`config.mk`:
```
export PLATFORM = sky130hd
export DESIGN_NAME = ikac_top
export DESIGN_NICKNAME = d
export VERILOG_FILES = /design/src/verilog/ikac_pkg.sv /design/src/verilog/ikac_bus_if.sv /design/src/verilog/ikac_bus_sync.sv /design/src/verilog/ikac_top.sv
export VERILOG_INCLUDE_DIRS = /design/src /design/src/verilog
export SDC_FILE = /design/constraint.sdc
export NUM_CORES = 1
export LEC_CHECK = 0
export BUFFER_PORTS_ARGS = -buffer_cell sky130_fd_sc_hd__buf_2
export CAP_MARGIN = 20
export CORE_MARGIN = 3
export CORE_UTILIZATION = 33
export CTS_CLUSTER_DIAMETER = 60
export DETAILED_ROUTE_END_ITERATION = 16
export GPL_ROUTABILITY_DRIVEN = 0
export HOLD_SLACK_MARGIN = 0.06
export PLACE_DENSITY = 0.53
export SLEW_MARGIN = 10
export SYNTH_ARGS = -nofsm -noshare
export SYNTH_HDL_FRONTEND = slang
export SYNTH_SLANG_ARGS = --single-unit
```
`constraint.sdc`:
```
create_clock -name clock -period 2.9 [get_ports clock]
set_clock_uncertainty 0.15 [all_clocks]
set_input_delay 0.145 -clock clock [delete_from_list [all_inputs] [get_ports clock]]
set_output_delay 0.145 -clock clock [all_outputs]
set_load 0.02 [all_outputs]
```
`src/verilog/ikac_cfg.svh`:
```
// Function
// - after reset stay disabled, only configuration decode
// - strap low key method, high register method
// - key detector always armed unless strap high
// - finished key plus three selection reads load whole system configuration word
// - final FM selection read enables the device
// - non-DMA write aborts an unfinished key sequence
// - wrong non-DMA read returns detector to start
// - mixer configuration access blocked while audio disabled
// - audio base 220h-250h, else audio disabled
// - joystick base 200h-203h, else joystick disabled
// - FM base 388h-3B8h, else FM at 388h
`ifndef IKAC_CFG_SVH
`define IKAC_CFG_SVH

`define IKAC_ADDR_W      10
`define IKAC_KEY_LEN     7
`define IKAC_KEY_0       10'h22B
`define IKAC_KEY_1       10'h229
`define IKAC_KEY_2       10'h22F
`define IKAC_KEY_3       10'h22D
`define IKAC_KEY_4       10'h22D
`define IKAC_KEY_5       10'h22F
`define IKAC_KEY_6       10'h229
`define IKAC_AUD_LO      10'h220
`define IKAC_AUD_HI      10'h250
`define IKAC_AUD_STEP    10'h010
`define IKAC_JOY_LO      10'h200
`define IKAC_JOY_HI      10'h203
`define IKAC_FM_LO       10'h388
`define IKAC_FM_HI       10'h3B8
`define IKAC_FM_STEP     10'h010
`define IKAC_SCW_RESET   8'h00
`define IKAC_SCW_FM_POS  6
`define IKAC_SCW_JOY_POS 4
`define IKAC_SCW_JEN_BIT 3
`define IKAC_SCW_AEN_BIT 2
`define IKAC_SCW_AUD_POS 0

`endif

```
`src/verilog/ikac_pkg.sv`:
```
package ikac_pkg;
    typedef enum logic [1:0] {
        IKAC_ST_KEY   = 2'b00,
        IKAC_ST_AUDIO = 2'b01,
        IKAC_ST_JOY   = 2'b10,
        IKAC_ST_FM    = 2'b11
    } ikac_state_t;

    typedef struct packed {
        ikac_state_t state;
        logic [2:0]  key_idx;
        logic [7:0]  pend_word;
        logic [7:0]  sys_config_word;
        logic        dev_enabled;
        logic        cfg_decode_only;
        logic        mixer_cfg_reach;
        logic        scr_method_sel;
    } ikac_core_t;

    typedef struct packed {
        logic [2:0]  rd_hist;
        logic [2:0]  wr_hist;
        logic [1:0]  dma_sync;
        logic [1:0]  strap_sync;
        logic [19:0] addr_sync;
        logic        rd_pulse;
        logic        wr_pulse;
    } ikac_sync_t;
endpackage

```
`src/verilog/ikac_bus_if.sv`:
```
`timescale 1ns/1ps
interface ikac_bus_if;
    logic       rd_pulse;
    logic       wr_pulse;
    logic       dma_cycle;
    logic       strap;
    logic [9:0] addr;

    modport src (output rd_pulse, output wr_pulse, output dma_cycle, output strap, output addr);
    modport dst (input rd_pulse, input wr_pulse, input dma_cycle, input strap, input addr);
endinterface

```
`src/verilog/ikac_bus_sync.sv`:
```
`timescale 1ns/1ps
`include "ikac_cfg.svh"
module ikac_bus_sync (
    input  wire logic                       clock,    // 200 MHz
    input  wire logic                       sys_rst,  // async, high
    input  wire logic [`IKAC_ADDR_W-1:0]    isa_addr, // pin address
    input  wire logic                       ior_n,    // pin read strobe
    input  wire logic                       iow_n,    // pin write strobe
    input  wire logic                       isa_aen,  // pin DMA cycle
    input  wire logic                       strap_in, // pin strap
    ikac_bus_if.src                         bus       // synchronised events
);
    import ikac_pkg::*;

    ikac_sync_t r;
    ikac_sync_t next_r;

    always_comb begin
        next_r            = r;
        next_r.rd_hist    = {r.rd_hist[1:0], ~ior_n};
        next_r.wr_hist    = {r.wr_hist[1:0], ~iow_n};
        next_r.dma_sync   = {r.dma_sync[0], isa_aen};
        next_r.strap_sync = {r.strap_sync[0], strap_in};
        next_r.addr_sync  = {r.addr_sync[9:0], isa_addr};
        // edge taken on stages two and three; stage one feeds stage two only
        next_r.rd_pulse   = r.rd_hist[1] & ~r.rd_hist[2];
        next_r.wr_pulse   = r.wr_hist[1] & ~r.wr_hist[2];
    end

    always_ff @(posedge clock or posedge sys_rst) begin
        if (sys_rst) begin
            r <= '0;
        end else begin
            r <= next_r;
        end
    end

    // address settles long before the strobe, so the pulse lines up with it
    assign bus.rd_pulse  = r.rd_pulse;
    assign bus.wr_pulse  = r.wr_pulse;
    assign bus.dma_cycle = r.dma_sync[1];
    assign bus.strap     = r.strap_sync[1];
    assign bus.addr      = r.addr_sync[19:10];
endmodule

```
`src/verilog/ikac_top.sv`:
```
`timescale 1ns/1ps
`include "ikac_cfg.svh"
module ikac_top (
    input  wire logic                    clock,                  // 200 MHz
    input  wire logic                    sys_rst,                // async, high
    input  wire logic [`IKAC_ADDR_W-1:0] isa_addr,               // I/O address
    input  wire logic                    ior_n,                  // read strobe, low
    input  wire logic                    iow_n,                  // write strobe, low
    input  wire logic                    isa_aen,                // DMA cycle marker
    input  wire logic                    addr_config_mode_strap, // method strap
    output logic [7:0]                   sys_config_word,        // loaded config
    output logic                         dev_enabled,            // key and selection reads done
    output logic                         cfg_decode_only,        // only config decode live
    output logic                         mixer_cfg_reach,        // mixer config reachable
    output logic                         scr_method_sel          // register method chosen
);
    import ikac_pkg::*;

    ikac_bus_if bus ();

    ikac_bus_sync u_sync (
        .clock    (clock),
        .sys_rst  (sys_rst),
        .isa_addr (isa_addr),
        .ior_n    (ior_n),
        .iow_n    (iow_n),
        .isa_aen  (isa_aen),
        .strap_in (addr_config_mode_strap),
        .bus      (bus)
    );

    function automatic logic [9:0] key_addr(input logic [2:0] idx);
        case (idx)
            3'h0:    key_addr = `IKAC_KEY_0;
            3'h1:    key_addr = `IKAC_KEY_1;
            3'h2:    key_addr = `IKAC_KEY_2;
            3'h3:    key_addr = `IKAC_KEY_3;
            3'h4:    key_addr = `IKAC_KEY_4;
            3'h5:    key_addr = `IKAC_KEY_5;
            default: key_addr = `IKAC_KEY_6;
        endcase
    endfunction

    ikac_core_t r;
    ikac_core_t next_r;

    logic       rd_ev;
    logic       wr_ev;
    logic       aud_ok;
    logic       joy_ok;
    logic       fm_ok;
    logic [9:0] aud_off;
    logic [9:0] fm_off;

    // DMA cycles are invisible to the detector
    assign rd_ev   = bus.rd_pulse & ~bus.dma_cycle;
    assign wr_ev   = bus.wr_pulse & ~bus.dma_cycle;
    assign aud_off = bus.addr - `IKAC_AUD_LO;
    assign fm_off  = bus.addr - `IKAC_FM_LO;
    assign aud_ok  = (bus.addr >= `IKAC_AUD_LO) && (bus.addr <= `IKAC_AUD_HI)
                     && (aud_off[3:0] == 4'h0);
    assign joy_ok  = (bus.addr >= `IKAC_JOY_LO) && (bus.addr <= `IKAC_JOY_HI);
    assign fm_ok   = (bus.addr >= `IKAC_FM_LO) && (bus.addr <= `IKAC_FM_HI)
                     && (fm_off[3:0] == 4'h0);

    always_comb begin
        next_r                = r;
        next_r.scr_method_sel = bus.strap;
        if (bus.strap) begin
            // register method owns configuration; key tracking held at start
            next_r.state   = IKAC_ST_KEY;
            next_r.key_idx = 3'h0;
        end else if (wr_ev) begin
            next_r.state   = IKAC_ST_KEY;
            next_r.key_idx = 3'h0;
        end else if (rd_ev) begin
            case (r.state)
                IKAC_ST_KEY: begin
                    if (bus.addr == key_addr(r.key_idx)) begin
                        if (r.key_idx == 3'(`IKAC_KEY_LEN - 1)) begin
                            next_r.state   = IKAC_ST_AUDIO;
                            next_r.key_idx = 3'h0;
                        end else begin
                            next_r.key_idx = r.key_idx + 3'h1;
                        end
                    end else begin
                        next_r.key_idx = 3'h0;
                    end
                end
                IKAC_ST_AUDIO: begin
                    next_r.pend_word = `IKAC_SCW_RESET;
                    if (aud_ok) begin
                        next_r.pend_word[`IKAC_SCW_AUD_POS +: 2] = aud_off[5:4];
                        next_r.pend_word[`IKAC_SCW_AEN_BIT]      = 1'b1;
                    end
                    next_r.state = IKAC_ST_JOY;
                end
                IKAC_ST_JOY: begin
                    if (joy_ok) begin
                        next_r.pend_word[`IKAC_SCW_JOY_POS +: 2] = bus.addr[1:0];
                        next_r.pend_word[`IKAC_SCW_JEN_BIT]      = 1'b1;
                    end
                    next_r.state = IKAC_ST_FM;
                end
                IKAC_ST_FM: begin
                    next_r.sys_config_word = r.pend_word;
                    next_r.sys_config_word[`IKAC_SCW_FM_POS +: 2] = fm_ok ? fm_off[5:4] : 2'b00;
                    next_r.dev_enabled     = 1'b1;
                    next_r.state           = IKAC_ST_KEY;
                    next_r.key_idx         = 3'h0;
                end
                default: begin
                    next_r.state   = IKAC_ST_KEY;
                    next_r.key_idx = 3'h0;
                end
            endcase
        end
        next_r.cfg_decode_only = ~next_r.dev_enabled;
        // mixer configuration reach lives behind the audio decode
        next_r.mixer_cfg_reach = next_r.dev_enabled & next_r.sys_config_word[`IKAC_SCW_AEN_BIT];
    end

    always_ff @(posedge clock or posedge sys_rst) begin
        if (sys_rst) begin
            r                 <= '0;
            r.state           <= IKAC_ST_KEY;
            r.sys_config_word <= `IKAC_SCW_RESET;
            r.cfg_decode_only <= 1'b1;
        end else begin
            r <= next_r;
        end
    end

    assign sys_config_word = r.sys_config_word;
    assign dev_enabled     = r.dev_enabled;
    assign cfg_decode_only = r.cfg_decode_only;
    assign mixer_cfg_reach = r.mixer_cfg_reach;
    assign scr_method_sel  = r.scr_method_sel;
endmodule

```
==> results list, run 1 <==
- For this run the aggregate overflow at the end of global routing stands at 0.
- The number of failing hold endpoints at the final stage was 0.
- Static Leakage: 1.24 nW
- Once the clock tree was built, the setup fixing pass inserted 0 buffers.
* Final net count: 224
- Setup repair after global routing left no endpoint under its margin.
- Post-Route WL: 3550 um
* Count of standard-cell rows: 28
- Maximum resistive drop on vdd: between 200 and 300 uV
* Actual transition at the worst max-transition pin: around 670 ps
- Measured on the finished design, the core utilization comes to 0.422.
* Floorplan die area: 0.00754 sq mm
- The number of global-route vias before repair came to 1362.
- Prevailing post-synth register cell: dfrtp_1
* DR iter-0 viols: 73
* Number of pins exceeding their max-slew limit in the final report: 0
- After detailed routing, the average wire length per cell comes to between 10 and 15 um.
* Number of detailed-route iterations in the first pass: 4
* I/O Pins: 28
- Startpoint of the worst register-to-register path: r[23]$_DFFE_PP0P_
- Sort of element at the end of the critical path: flip-flop
* Arrival time of data at the critical path endpoint: approximately 2500 ps
* Largest net degree at the start of global routing: 56
- The number of cells on the worst reg-to-reg path is 6.
* Worst skew pair latency: ~300 ps
* Required @ worst endpoint: 2950 ps
- Of the post-synthesis cell area, the dominant cell type holds 0.627.
- Total of max-cap violations: 0
* Class of the most critical setup path: flip-flop to flip-flop
* Number of distinct standard cells referenced by the synthesized netlist: between 40 and 50
* Maximum frequency from static timing analysis: roughly 0.4 GHz
- Measured along the y axis, the die boundary spans 86.8 um.
- The longest clock path from root to sink contains 2 buffers.
- TritonCTS clock tree: done
- HPWL after detailed placement: 2480 um
- In this run the worst hold path is classified as primary input to asynchronous set/reset pin.
- Compared with the post-synthesis result, the final layout area differs by 20.0%.
- Result of the run: finished clean
* First-pass GRT wire length: 6240 um
* Avg Inst Size Synth: 13.6 sq um
- FF+latch count, synth: 55
- Counting flops with an async set or reset pin after synthesis yields a share of 1.00.
- Once the clock tree was built, the resizer swapped 0 gates to a different size.
* CTS root buf: clkbuf_8
* Crit Reg-Reg Endpoint: r[17]$_DFFE_PP0P_
- GRT Util Overall: 0.107
- Counting every sink on the clock net gives between 50 and 60.
* Setup TNS: 0 ps
* Remaining max-slew budget at the tightest pin: 0.552
* Post-synthesis instance total: about 160
- Placeable core region: a little over 0.006 sq mm
- The initial antenna violation count was 0.
* Clock slew at reported path FFs: approximately 90 ps
- H-tree depth: 2
* # hold bufs at CTS: 15
- Cell area after synthesis: 0.00216 sq mm
* Worst setup startpoint: r[23]$_DFFE_PP0P_
* ANT nets after route: 0
- Of the synthesized area, sequential elements account for 0.639.
* Final setup violation count: 0
* Critical path peak fanout: 7
- The largest total area in the synthesized netlist belongs to dfrtp_1.
- Antenna diode count: 0
- Port bufs: 27
- In this run the register-to-register setup slack is ~470 ps.
* DRC: 0
- Dividing total power by cell area gives a power density of 499 mW/mm^2.
- Yosys printed 0 warnings.
- Measured along the x axis, the die boundary spans just under 90 um.
- The initial utilization of the core area, before any placement, comes to 0.352.
- The number of nets in the synthesized netlist is 182.
- Detailed routing inserted a total of 1327 vias.
- Vias per std cell: 4.79
* Element type at the critical path start: flip-flop
- Share of post-route cells with drive strength above 1: 0.267
- Number of buffers created by CTS: 5
- In this run, synthesis inferred 0 flip-flops with an integrated enable.
- In the finished design, the share of the clock period the worst path needs comes to 0.838.
- In the post-synthesis netlist, the biggest area contributors are dfrtp_1, ha_1, mux2_2.
- Counting I/O delays and the setup requirement, the final critical path takes 2430 ps.
==> synthesized netlist by cell type, types with 2 or more instances <==
cell type and n:
a22o_1 2, mux2_2 6, buf_4 8, or3_1 3, or3b_2 3, nand3b_1 2, o21ai_1 3, nor4_1 4
ha_1 7, and3_1 4, a211o_1 2, or4b_2 2, o21ai_0 4, nor2b_1 3, dfrtp_1 54, nand2b_1 3
nor3b_1 2, a22oi_1 2, a21o_1 2, a21oi_1 2, xnor2_1 3, inv_1 11, or4_1 3, nand2_1 5
==> worst max-delay path by stage <==
stage	endpoint	slack, ps	cells past startpoint
2_1_floorplan	r[22]$_DFFE_PP0P_	680	4
3_3_place_gp	r[21]$_DFFE_PP0P_	620	4
3_5_place_dp	r[17]$_DFFE_PP0P_	460	6
4_1_cts	r[17]$_DFFE_PP0P_	470	6
5_1_grt	r[17]$_DFFE_PP0P_	280	6
6_report	r[17]$_DFFE_PP0P_	470	6
==> routing by layer <==
layer,part of all wire,track usage,up-vias,wire length [um]
met4,0.025,0.0453,0,88
li1,-,-,635,-
met1,0.44,0.132,645,1570
met3,0.059,0.0342,7,211
met5,0,0,-,0
met2,0.47,0.171,40,1680
==> critical path, cell delays in order (launching register included) <==
cell	delay, ps
dfrtp_1	410
inv_1	130
ha_1	260
or3b_2	480
nor4_1	420
a21oi_1	150
a211o_1	320
==> power breakdown <==
group          switching, mW  internal [mW]
logic                 0.0310         0.0360
clock network          0.243          0.174
registers             0.0164          0.790
total                  0.291           1.00
==> state kept, by name (all words and copies together), names as in the netlist <==
register and count:
sys_config_word 8, u_sync.bus.addr 10, u_sync.bus.dma_cycle 1, mixer_cfg_reach 1
u_sync.r 2, cfg_decode_only 1, dev_enabled 1, scr_method_sel 1
u_sync.bus.wr_pulse 1, u_sync.bus.strap 1, u_sync.bus.rd_pulse 1, r 11
u_sync.next_r 16
==> cell usage in the layout (no fill, tap or decap), types with 4 or more instances in the layout <==
| master | instances |
|---|---|
| and3_1 | 4 |
| buf_2 | 27 |
| clkbuf_8 | 5 |
| dfrtp_1 | 54 |
| dlygate4sd3_1 | 15 |
| ha_1 | 7 |
| inv_1 | 10 |
| mux2_2 | 6 |
| nand2_1 | 5 |
| nor4_1 | 4 |
| o21ai_0 | 4 |
==> through the flow <==
stage	power (mW)	instances	hold slack, ps	setup WS (ps)	cell area, sq um
after global placement	0.869	253	102	619	2330
after detailed placement	0.872	253	104	463	2330
after floorplan	0.848	159	26.4	676	2160
after global routing	1.36	277	181	283	2590
final	1.29	277	172	469	2590
after CTS	1.30	276	211	468	2570
==> cells by family after synthesis <==
| family | Yosys count | synth area share |
|---|---|---|
| compound gates | 21 | 0.0679 |
| fa+ha+maj | 7 | 0.0406 |
| simple gates | 45 | 0.151 |
| xor+xnor | 4 | 0.0163 |
| flops | 55 | 0.639 |
| mux | 7 | 0.0360 |
| buf+inv | 20 | 0.0488 |
==> layout make-up <==
class,count,area [sq um]
fill,568,3540
clock buffer,6,72.6
multi-input combinational,84,673
timing repair buffer,44,313
tap,75,93.8
sequential,55,1380
clock inverter,2,16.3
inverter,11,41.3
(Power assumes the default switching activity.)
==> run 2: changes to the inputs <==
--- a/config.mk
+++ b/config.mk
@@ -14,7 +14,7 @@
 export DETAILED_ROUTE_END_ITERATION = 16
 export GPL_ROUTABILITY_DRIVEN = 0
 export HOLD_SLACK_MARGIN = 0.06
-export PLACE_DENSITY = 0.53
+export PLACE_DENSITY = 0.55
 export SLEW_MARGIN = 10
 export SYNTH_ARGS = -nofsm -noshare
 export SYNTH_HDL_FRONTEND = slang
==> constraint.sdc (replaced) <==
create_clock -name clock -period 2.03 [get_ports clock]
set_clock_uncertainty 0.15 [all_clocks]
set_input_delay 0.1015 -clock clock [delete_from_list [all_inputs] [get_ports clock]]
set_output_delay 0.1015 -clock clock [all_outputs]
set_load 0.02 [all_outputs]
==> run 2 against run 1 <==
The flow now finishes with violations (negative setup slack); register-to-register slack got worse by 670 ps; utilization increased by 4.3 points; non-clock buffer count increased by 24; clock-buffer cell count decreased by 1; clock power increased by 40%.
==> results list, run 2 (synthesis results as in run 1) <==
- The flip-flop count of the largest register, all copies and words added is 16 (unchanged).
- The internal power is 1.44 mW (was 1000 uW).
- Floorplan die area: 0.00754 sq mm (unchanged)
- Commonest cells after routing, fill and taps aside: dfrtp_1, buf_2, buf_4 (was dfrtp_1, buf_2, dlygate4sd3_1)
- Remaining max-slew budget at the tightest pin: 0.750 (was 0.552)
- Worst-path cell chain: or4b_4 -> or4_4 -> or4_4 -> o21ai_1 (was inv_1 -> ha_1 -> or3b_2 -> nor4_1 -> a21oi_1 -> a211o_1).
* TritonCTS clock tree: done (unchanged)
* Final setup margin: -202 ps (was 469 ps)
- The total non-filler cell area in the finished layout was 0.00285 sq mm (was 0.00259 sq mm).
- Critical path peak fanout: 3 (was 7)
- Count of standard-cell rows: 28 (unchanged)
- Number of pins exceeding their max-slew limit in the final report: 0 (unchanged)
- The cell that appears most often on the critical path is or4_4.
* Antenna diode count: 0 (unchanged)
- The total power per unit cell area came to 651 mW/mm^2 (was 499 mW/mm^2).
- Largest net degree at the start of global routing: 56 (unchanged)
- RSZ-0062 raised after global routing: true (was false).
* Static Leakage: 1.40 nW (was 1.24 nW)
- Share of post-route cells with drive strength above 1: 0.400 (was 0.267)
- The share of the clock period used by the worst path after layout is 1.10 (was 0.838).
* Worst-case setup slack after placement: -181 ps (was 463 ps)
* HPWL after detailed placement: 2540 um (was 2480 um)
- The final core utilization is 0.466 (was 0.422).
* First-pass GRT wire length: 6420 um (was 6240 um)
* CP bufs+invs: 0 (was 1)
* Min-delay worst type: flip-flop to flip-flop (was primary input to asynchronous set/reset pin)
- Switch share: 0.223 (was 0.225)
- The maximum root-to-sink buffer count came to 2 (unchanged).
- Clock slew at reported path FFs: 100 ps (was 90 ps)
* Worst skew pair latency: 310 ps (was 300 ps)
* Sequential share of power: 0.616 (was 0.625)
- Part of the total power dissipated in the clock network: 0.313 (was 0.323)
* Result of the run: finished, violations left (was finished clean)
- Crit Reg-Reg Endpoint: r[21]$_DFFE_PP0P_ (was r[17]$_DFFE_PP0P_)
- DRC: 0 (unchanged)
* Final setup violation count: 6 (was 0)
* Combinational Power Share: 0.071 (was 0.052)
- The number of DRC markers after the initial detailed-route iteration was 42 (was 73).
* Post-route minimum period: 2230 ps (was 2430 ps)
- CP top delay family: simple AND/OR/NAND/NOR gates (unchanged)
- H-tree depth: 2 (unchanged)
- The worst-case vdd ir drop was 439 uV (was 256 uV).
* Placed Area: 0.00251 sq mm (was 0.00233 sq mm)
- The cell at the root of the clock tree is clkbuf_8 (unchanged).
* I/O Pins: 28 (unchanged)
- The switching power was 415 uW (was 291 uW).
- Die X-Extent: 86.8 um (unchanged)
* Die height: 86.8 um (unchanged)
* Count of cells along the worst hold path: 0
- The number of clock sinks came to 55 (unchanged).
* Number of buffers created by CTS: 5 (unchanged)
* Placeable core region: 0.00613 sq mm (unchanged)
- The fmax was 0.448 GHz (was 0.411 GHz).
* GRT Util Overall: 0.110 (was 0.107)
- Register-to-Register Setup Slack: -200 ps (was 470 ps)
- Launch instance of the worst min-delay path: u_sync.next_r[16]$_DFF_PP0_
- Antenna violations before repair: 0 (unchanged)
- Via count: 1386 (was 1327)
* Actual transition at the worst max-transition pin: 371 ps (was 668 ps)
- ANT nets after route: 0 (unchanged)
* Arrival time of data at the critical path endpoint: 2310 ps (was 2480 ps)
* Sort of element at the end of the critical path: flip-flop (unchanged)
* DR WL/cell: 12.2 um (was 12.8 um)
- Total of max-cap violations: 0 (unchanged)
* Required @ worst endpoint: 2110 ps (was 2950 ps)
- The area growth from synthesis to layout is 32.4% (was 20.0%).
* Startpoint of the worst register-to-register path: u_sync.bus.wr_pulse$_DFF_PP0_ (was r[23]$_DFFE_PP0P_)
- Number of detailed-route iterations in the first pass: 4 (unchanged)
* Final Hold Violating Endpoints: 0 (unchanged)
- The element type at the critical path start is a flip-flop (unchanged).
* Port bufs: 27 (unchanged)
* Class of the most critical setup path: flip-flop to flip-flop (unchanged)
- For hold timing, the worst endpoint is u_sync.bus.addr[4]$_DFF_PP0_.
- The critical path's slowest cell was or4b_4 (was or3b_2).
- Gr ovfl total: 0 (unchanged)
* Highest cell delay on the worst timing path: 540 ps (was 480 ps)
- The checks that failed: negative setup slack.
- The number of global-route vias before repair is 1407 (was 1362).
- The wire length reported by the detailed router was 3660 um (was 3550 um).
- Worst-case reg-to-reg path depth: 4 (was 6)
- Vias per std cell: 4.62 (was 4.79)
* Initial core utilization: 0.352 (unchanged)
- Most common library cell in the layout ignoring fill and taps: dfrtp_1 (unchanged)
- The worst hold slack across all endpoints was 204 ps (was 172 ps).
- The net total in the final layout is 248 (was 224).
[run 2: changes by cell type in the layout (fill, tap and decap cells not counted), moves of 2 or more]
cell     delta
or4b_4      +2
dfrtp_2     +2
o21ai_2     +2
or4_1       -3
o21ai_0     -2
dfrtp_1     -2
buf_4      +24
or3b_4      +2
or4_4       +3
or4b_2      -2
nor4_1      -2
or3b_2      -2
nor4_4      +2
[run 2: power by group through the flow]
stage / clock [mW] / combinational [mW] / sequential (mW)
final: 0.582 / 0.132 / 1.15
after global routing: 0.655 / 0.148 / 1.15
after CTS: 0.603 / 0.128 / 1.15
after detailed placement: 0 / 0.102 / 1.17
after global placement: 0 / 0.101 / 1.17
after floorplan: 0 / 0.0442 / 1.17
[run 2: worst max-delay path by stage]
stage	startpoint	slack (ps)	depth (start not counted)	to
floorplan	u_sync.bus.dma_cycle$_DFF_PP0_	-160	4	r[20]$_DFFE_PP0P_
global placement	u_sync.bus.wr_pulse$_DFF_PP0_	-150	4	r[22]$_DFFE_PP0P_
detailed placement	u_sync.bus.wr_pulse$_DFF_PP0_	-180	4	r[20]$_DFFE_PP0P_
CTS	u_sync.bus.wr_pulse$_DFF_PP0_	-200	4	r[20]$_DFFE_PP0P_
global route	u_sync.bus.wr_pulse$_DFF_PP0_	-260	4	r[21]$_DFFE_PP0P_
finish	u_sync.bus.wr_pulse$_DFF_PP0_	-200	4	r[21]$_DFFE_PP0P_
[run 2: layout make-up]
type	instances	area, sq um
multi-input combinational	84	759
fill	549	3280
timing repair buffer	68	493
inverter	11	41.3
clock inverter	2	17.5
tap	75	93.8
sequential	55	1380
clock buffer	5	68.8
[run 2: repair_timing]
| item | in CTS | in global routing |
|---|---|---|
| buffers inserted | 2 | 0 |
| gates resized for setup | 10 | 12 |
| hold buffers | 15 | 0 |
| endpoints found under the hold margin | 69 | 0 |
| pin swaps | 3 | 2 |
| endpoints found under the setup margin | 10 | 11 |
[run 2: per-layer routing]
layer	wire [um]	up-vias	GRT usage
met5	0	-	0
met4	45	0	0.0382
met3	194	8	0.0295
met2	1760	29	0.177
met1	1660	661	0.142
li1	-	688	-
[run 2: through the flow]
stage | TNS (ps) | std cells | power (mW)
after floorplan | -787 | 159 | 1.21
after global placement | -562 | 276 | 1.27
after detailed placement | -822 | 276 | 1.27
after CTS | -768 | 300 | 1.88
after global routing | -1240 | 300 | 1.95
final | -687 | 300 | 1.86
==> run 3: changes to the inputs <==
--- a/config.mk
+++ b/config.mk
@@ -8,13 +8,15 @@
 export LEC_CHECK = 0
 export BUFFER_PORTS_ARGS = -buffer_cell sky130_fd_sc_hd__buf_2
 export CAP_MARGIN = 20
+export CELL_PAD_IN_SITES_DETAIL_PLACEMENT = 2
+export CELL_PAD_IN_SITES_GLOBAL_PLACEMENT = 2
 export CORE_MARGIN = 3
 export CORE_UTILIZATION = 33
 export CTS_CLUSTER_DIAMETER = 60
 export DETAILED_ROUTE_END_ITERATION = 16
 export GPL_ROUTABILITY_DRIVEN = 0
 export HOLD_SLACK_MARGIN = 0.06
-export PLACE_DENSITY = 0.55
+export PLACE_DENSITY = 0.73
 export SLEW_MARGIN = 10
 export SYNTH_ARGS = -nofsm -noshare
 export SYNTH_HDL_FRONTEND = slang
==> run 3 against run 2 <==
The run still ends with negative setup slack left; via count increased by 9.9%; clock power increased by 5.7%; utilization increased by 1.8 points; sequential cell count unchanged; critical endpoint is now r[22]$_DFFE_PP0P_; maximum frequency decreased by 2.4%; non-clock buffer count increased by 6; hold slack improved by 2.7 ps; clock-buffer cell count increased by 1; largest cell class unchanged.
==> results list, run 3 (synthesis results as in run 1) <==
* Placed Area: 0.00250 sq mm (was 0.00251 sq mm)
- Largest net degree at the start of global routing: 56 (unchanged)
* Flip-flop count of the largest register after layout: 16 (unchanged)
- The slew of the pin with the lowest slew margin is 491 ps (was 371 ps).
- Critical path peak fanout: 3 (unchanged)
* Maximum resistive drop on vdd: 404 uV (was 439 uV)
- The number of CTS-inserted buffers is 5 (unchanged).
- The TritonCTS clock tree is done (unchanged).
- The number of cells on the worst hold path is 0 (unchanged).
- The destination of the worst register-to-register timing path was r[22]$_DFFE_PP0P_ (was r[21]$_DFFE_PP0P_).
- The share of final-layout standard cells stronger than drive strength 1 is 0.453 (was 0.400).
- The number of clock sinks came to 55 (unchanged).
- The die span in x came to 86.8 um (unchanged).
- The vertical die dimension came to 86.8 um (unchanged).
* P per Cell Area: 646 mW/mm^2 (was 651 mW/mm^2)
* Most common library cell in the layout ignoring fill and taps: dfrtp_1 (unchanged)
- Violations in the final reports: negative setup slack (unchanged).
* DRC: 0 (unchanged)
* Commonest cells after routing, fill and taps aside: dfrtp_1, buf_2, buf_4 (unchanged)
* Area of all placed cells without fillers: 0.00297 sq mm (was 0.00285 sq mm)
- The number of failing hold endpoints at the final stage was 0 (unchanged).
- Post-Route WL: 6420 um (was 3660 um)
* Final period utilization: 1.13 (was 1.10)
- First-pass GRT wire length: 9420 um (was 6420 um)
- Antenna diode count: 0 (unchanged)
- DR iter-0 viols: 61 (was 42)
* Largest buffer count on any clock path: 2 (unchanged)
* Register-to-Register Setup Slack: -260 ps (was -200 ps)
* Hold worst-path end: u_sync.bus.addr[9]$_DFF_PP0_ (was u_sync.bus.addr[4]$_DFF_PP0_)
- Sort of element at the end of the critical path: flip-flop (unchanged)
- The area growth from synthesis to layout is 37.6% (was 32.4%).
- The arrival time at the worst endpoint is 2380 ps (was 2310 ps).
- Clock slew at reported path FFs: 100 ps (about the same)
- The worst slew margin relative to its limit was 0.672 (was 0.750).
* H-tree depth: 2 (unchanged)
- The number of nets still failing antenna checks after routing is 0 (unchanged).
- Floorplan die area: 0.00754 sq mm (unchanged)
- The final critical delay including setup and external delays was 2290 ps (was 2230 ps).
- The all-layer global routing usage was 0.165 (was 0.110).
- The number of global-route vias before repair was 1743 (was 1407).
- The kind of critical path was flip-flop to flip-flop (unchanged).
* Final net count: 254 (was 248)
- Port bufs: 27 (unchanged)
- The start point of the worst hold path is u_sync.next_r[21]$_DFF_PP0_ (was u_sync.next_r[16]$_DFF_PP0_).
* CTS root buf: clkbuf_8 (unchanged)
- Number of detailed-route iterations in the first pass: 4 (unchanged)
* Startpoint of the worst register-to-register path: u_sync.bus.addr[0]$_DFF_PP0_ (was u_sync.bus.wr_pulse$_DFF_PP0_)
- The number of vias after detailed routing came to 1523 (was 1386).
- Vias per std cell: 4.96 (was 4.62)
- The max-capacitance violation count was 0 (unchanged).
- The count of endpoints failing setup in the final report is 11 (was 6).
* Count of standard-cell rows: 28 (unchanged)
* Required @ worst endpoint: 2120 ps (was 2110 ps)
* Static Leakage: 1.45 nW (was 1.40 nW)
- The minimum setup slack in the final design came to -256 ps (was -202 ps).
- The element type at the critical path start was a flip-flop (unchanged).
* Placeable core region: 0.00613 sq mm (unchanged)
* Worst-case reg-to-reg path depth: 4 (unchanged)
- Final core utilization: 0.484 (was 0.466)
- DR WL/cell: 20.9 um (was 12.2 um)
- Number of pins exceeding their max-slew limit in the final report: 0 (unchanged)
- The insertion delay to the later sink of the worst-skew pair was 310 ps (about the same).
- The worst min-delay path class is flip-flop to flip-flop (unchanged).
* HPWL after detailed placement: 3660 um (was 2540 um)
- The fmax is 0.438 GHz (was 0.448 GHz).
* Result of the run: finished, violations left (unchanged)
* RSZ-0062 raised after global routing: true (unchanged)
- The effective utilization at floorplan came to 0.352 (unchanged).
- The initial antenna violation count came to 0 (unchanged).
- The sum of overflow across all layers after global routing was 0 (unchanged).
- Worst-case setup slack after placement: -281 ps (was -181 ps)
- I/O Pins: 28 (unchanged)
==> run 3: worst max-delay path by stage <==
stage | slack, ps | from | depth (start not counted) | end
after CTS | -220 | u_sync.bus.wr_pulse$_DFF_PP0_ | 4 | r[22]$_DFFE_PP0P_
final | -260 | u_sync.bus.addr[0]$_DFF_PP0_ | 4 | r[22]$_DFFE_PP0P_
after global placement | -150 | u_sync.bus.wr_pulse$_DFF_PP0_ | 4 | r[21]$_DFFE_PP0P_
after detailed placement | -280 | u_sync.bus.wr_pulse$_DFF_PP0_ | 4 | r[22]$_DFFE_PP0P_
after floorplan | -160 | u_sync.bus.dma_cycle$_DFF_PP0_ | 4 | r[20]$_DFFE_PP0P_
after global routing | -330 | u_sync.bus.addr[0]$_DFF_PP0_ | 4 | r[22]$_DFFE_PP0P_
==> run 3: report_power, final <==
group	leakage (nW)	switching [mW]	internal, mW
combinational	0.720	0.0722	0.0744
sequential	0.689	0.0252	1.13
clock	0.0418	0.366	0.249
total	1.45	0.463	1.45
==> run 3: final cells by class <==
| cell class | count | area, sq um |
|---|---|---|
| clock inverter | 2 | 16.3 |
| timing repair buffer | 74 | 557 |
| inverter | 11 | 41.3 |
| tap | 75 | 93.8 |
| multi-input combinational | 84 | 805 |
| sequential | 55 | 1380 |
| clock buffer | 6 | 72.6 |
| fill | 578 | 3170 |
==> run 3: metal layers <==
| metal | track usage | wire, um | vias to the layer above |
|---|---|---|---|
| met5 | 0 | 0 | - |
| met4 | 0.0737 | 116 | 0 |
| met3 | 0.0323 | 141 | 9 |
| met2 | 0.303 | 3500 | 25 |
| met1 | 0.183 | 2660 | 790 |
| li1 | - | - | 699 |
==> run 3: critical path: stages, from the launching register on <==
cell and delay (ps):
dfrtp_1 420, or4bb_1 600, or4_4 440, or4_4 460, o21ai_2 140
==> run 3: what timing repair did <==
action,4_1_cts,5_1_grt
hold buffers,15,0
gates resized for setup,11,27
pin swaps,1,11
hold endpoints to repair,69,0
setup endpoints to repair,10,14
setup buffers,2,10
==> run 3: through the flow <==
| step | total power [mW] | instances | hold slack (ps) | TNS (ps) |
|---|---|---|---|---|
| after floorplan | 1.21 | 159 | -17.1 | -787 |
| after global placement | 1.26 | 274 | 13.8 | -699 |
| after detailed placement | 1.27 | 274 | 28.4 | -1480 |
| after CTS | 1.91 | 299 | 210 | -1060 |
| after global routing | 2.02 | 307 | 221 | -2680 |
| final | 1.92 | 307 | 207 | -1620 |
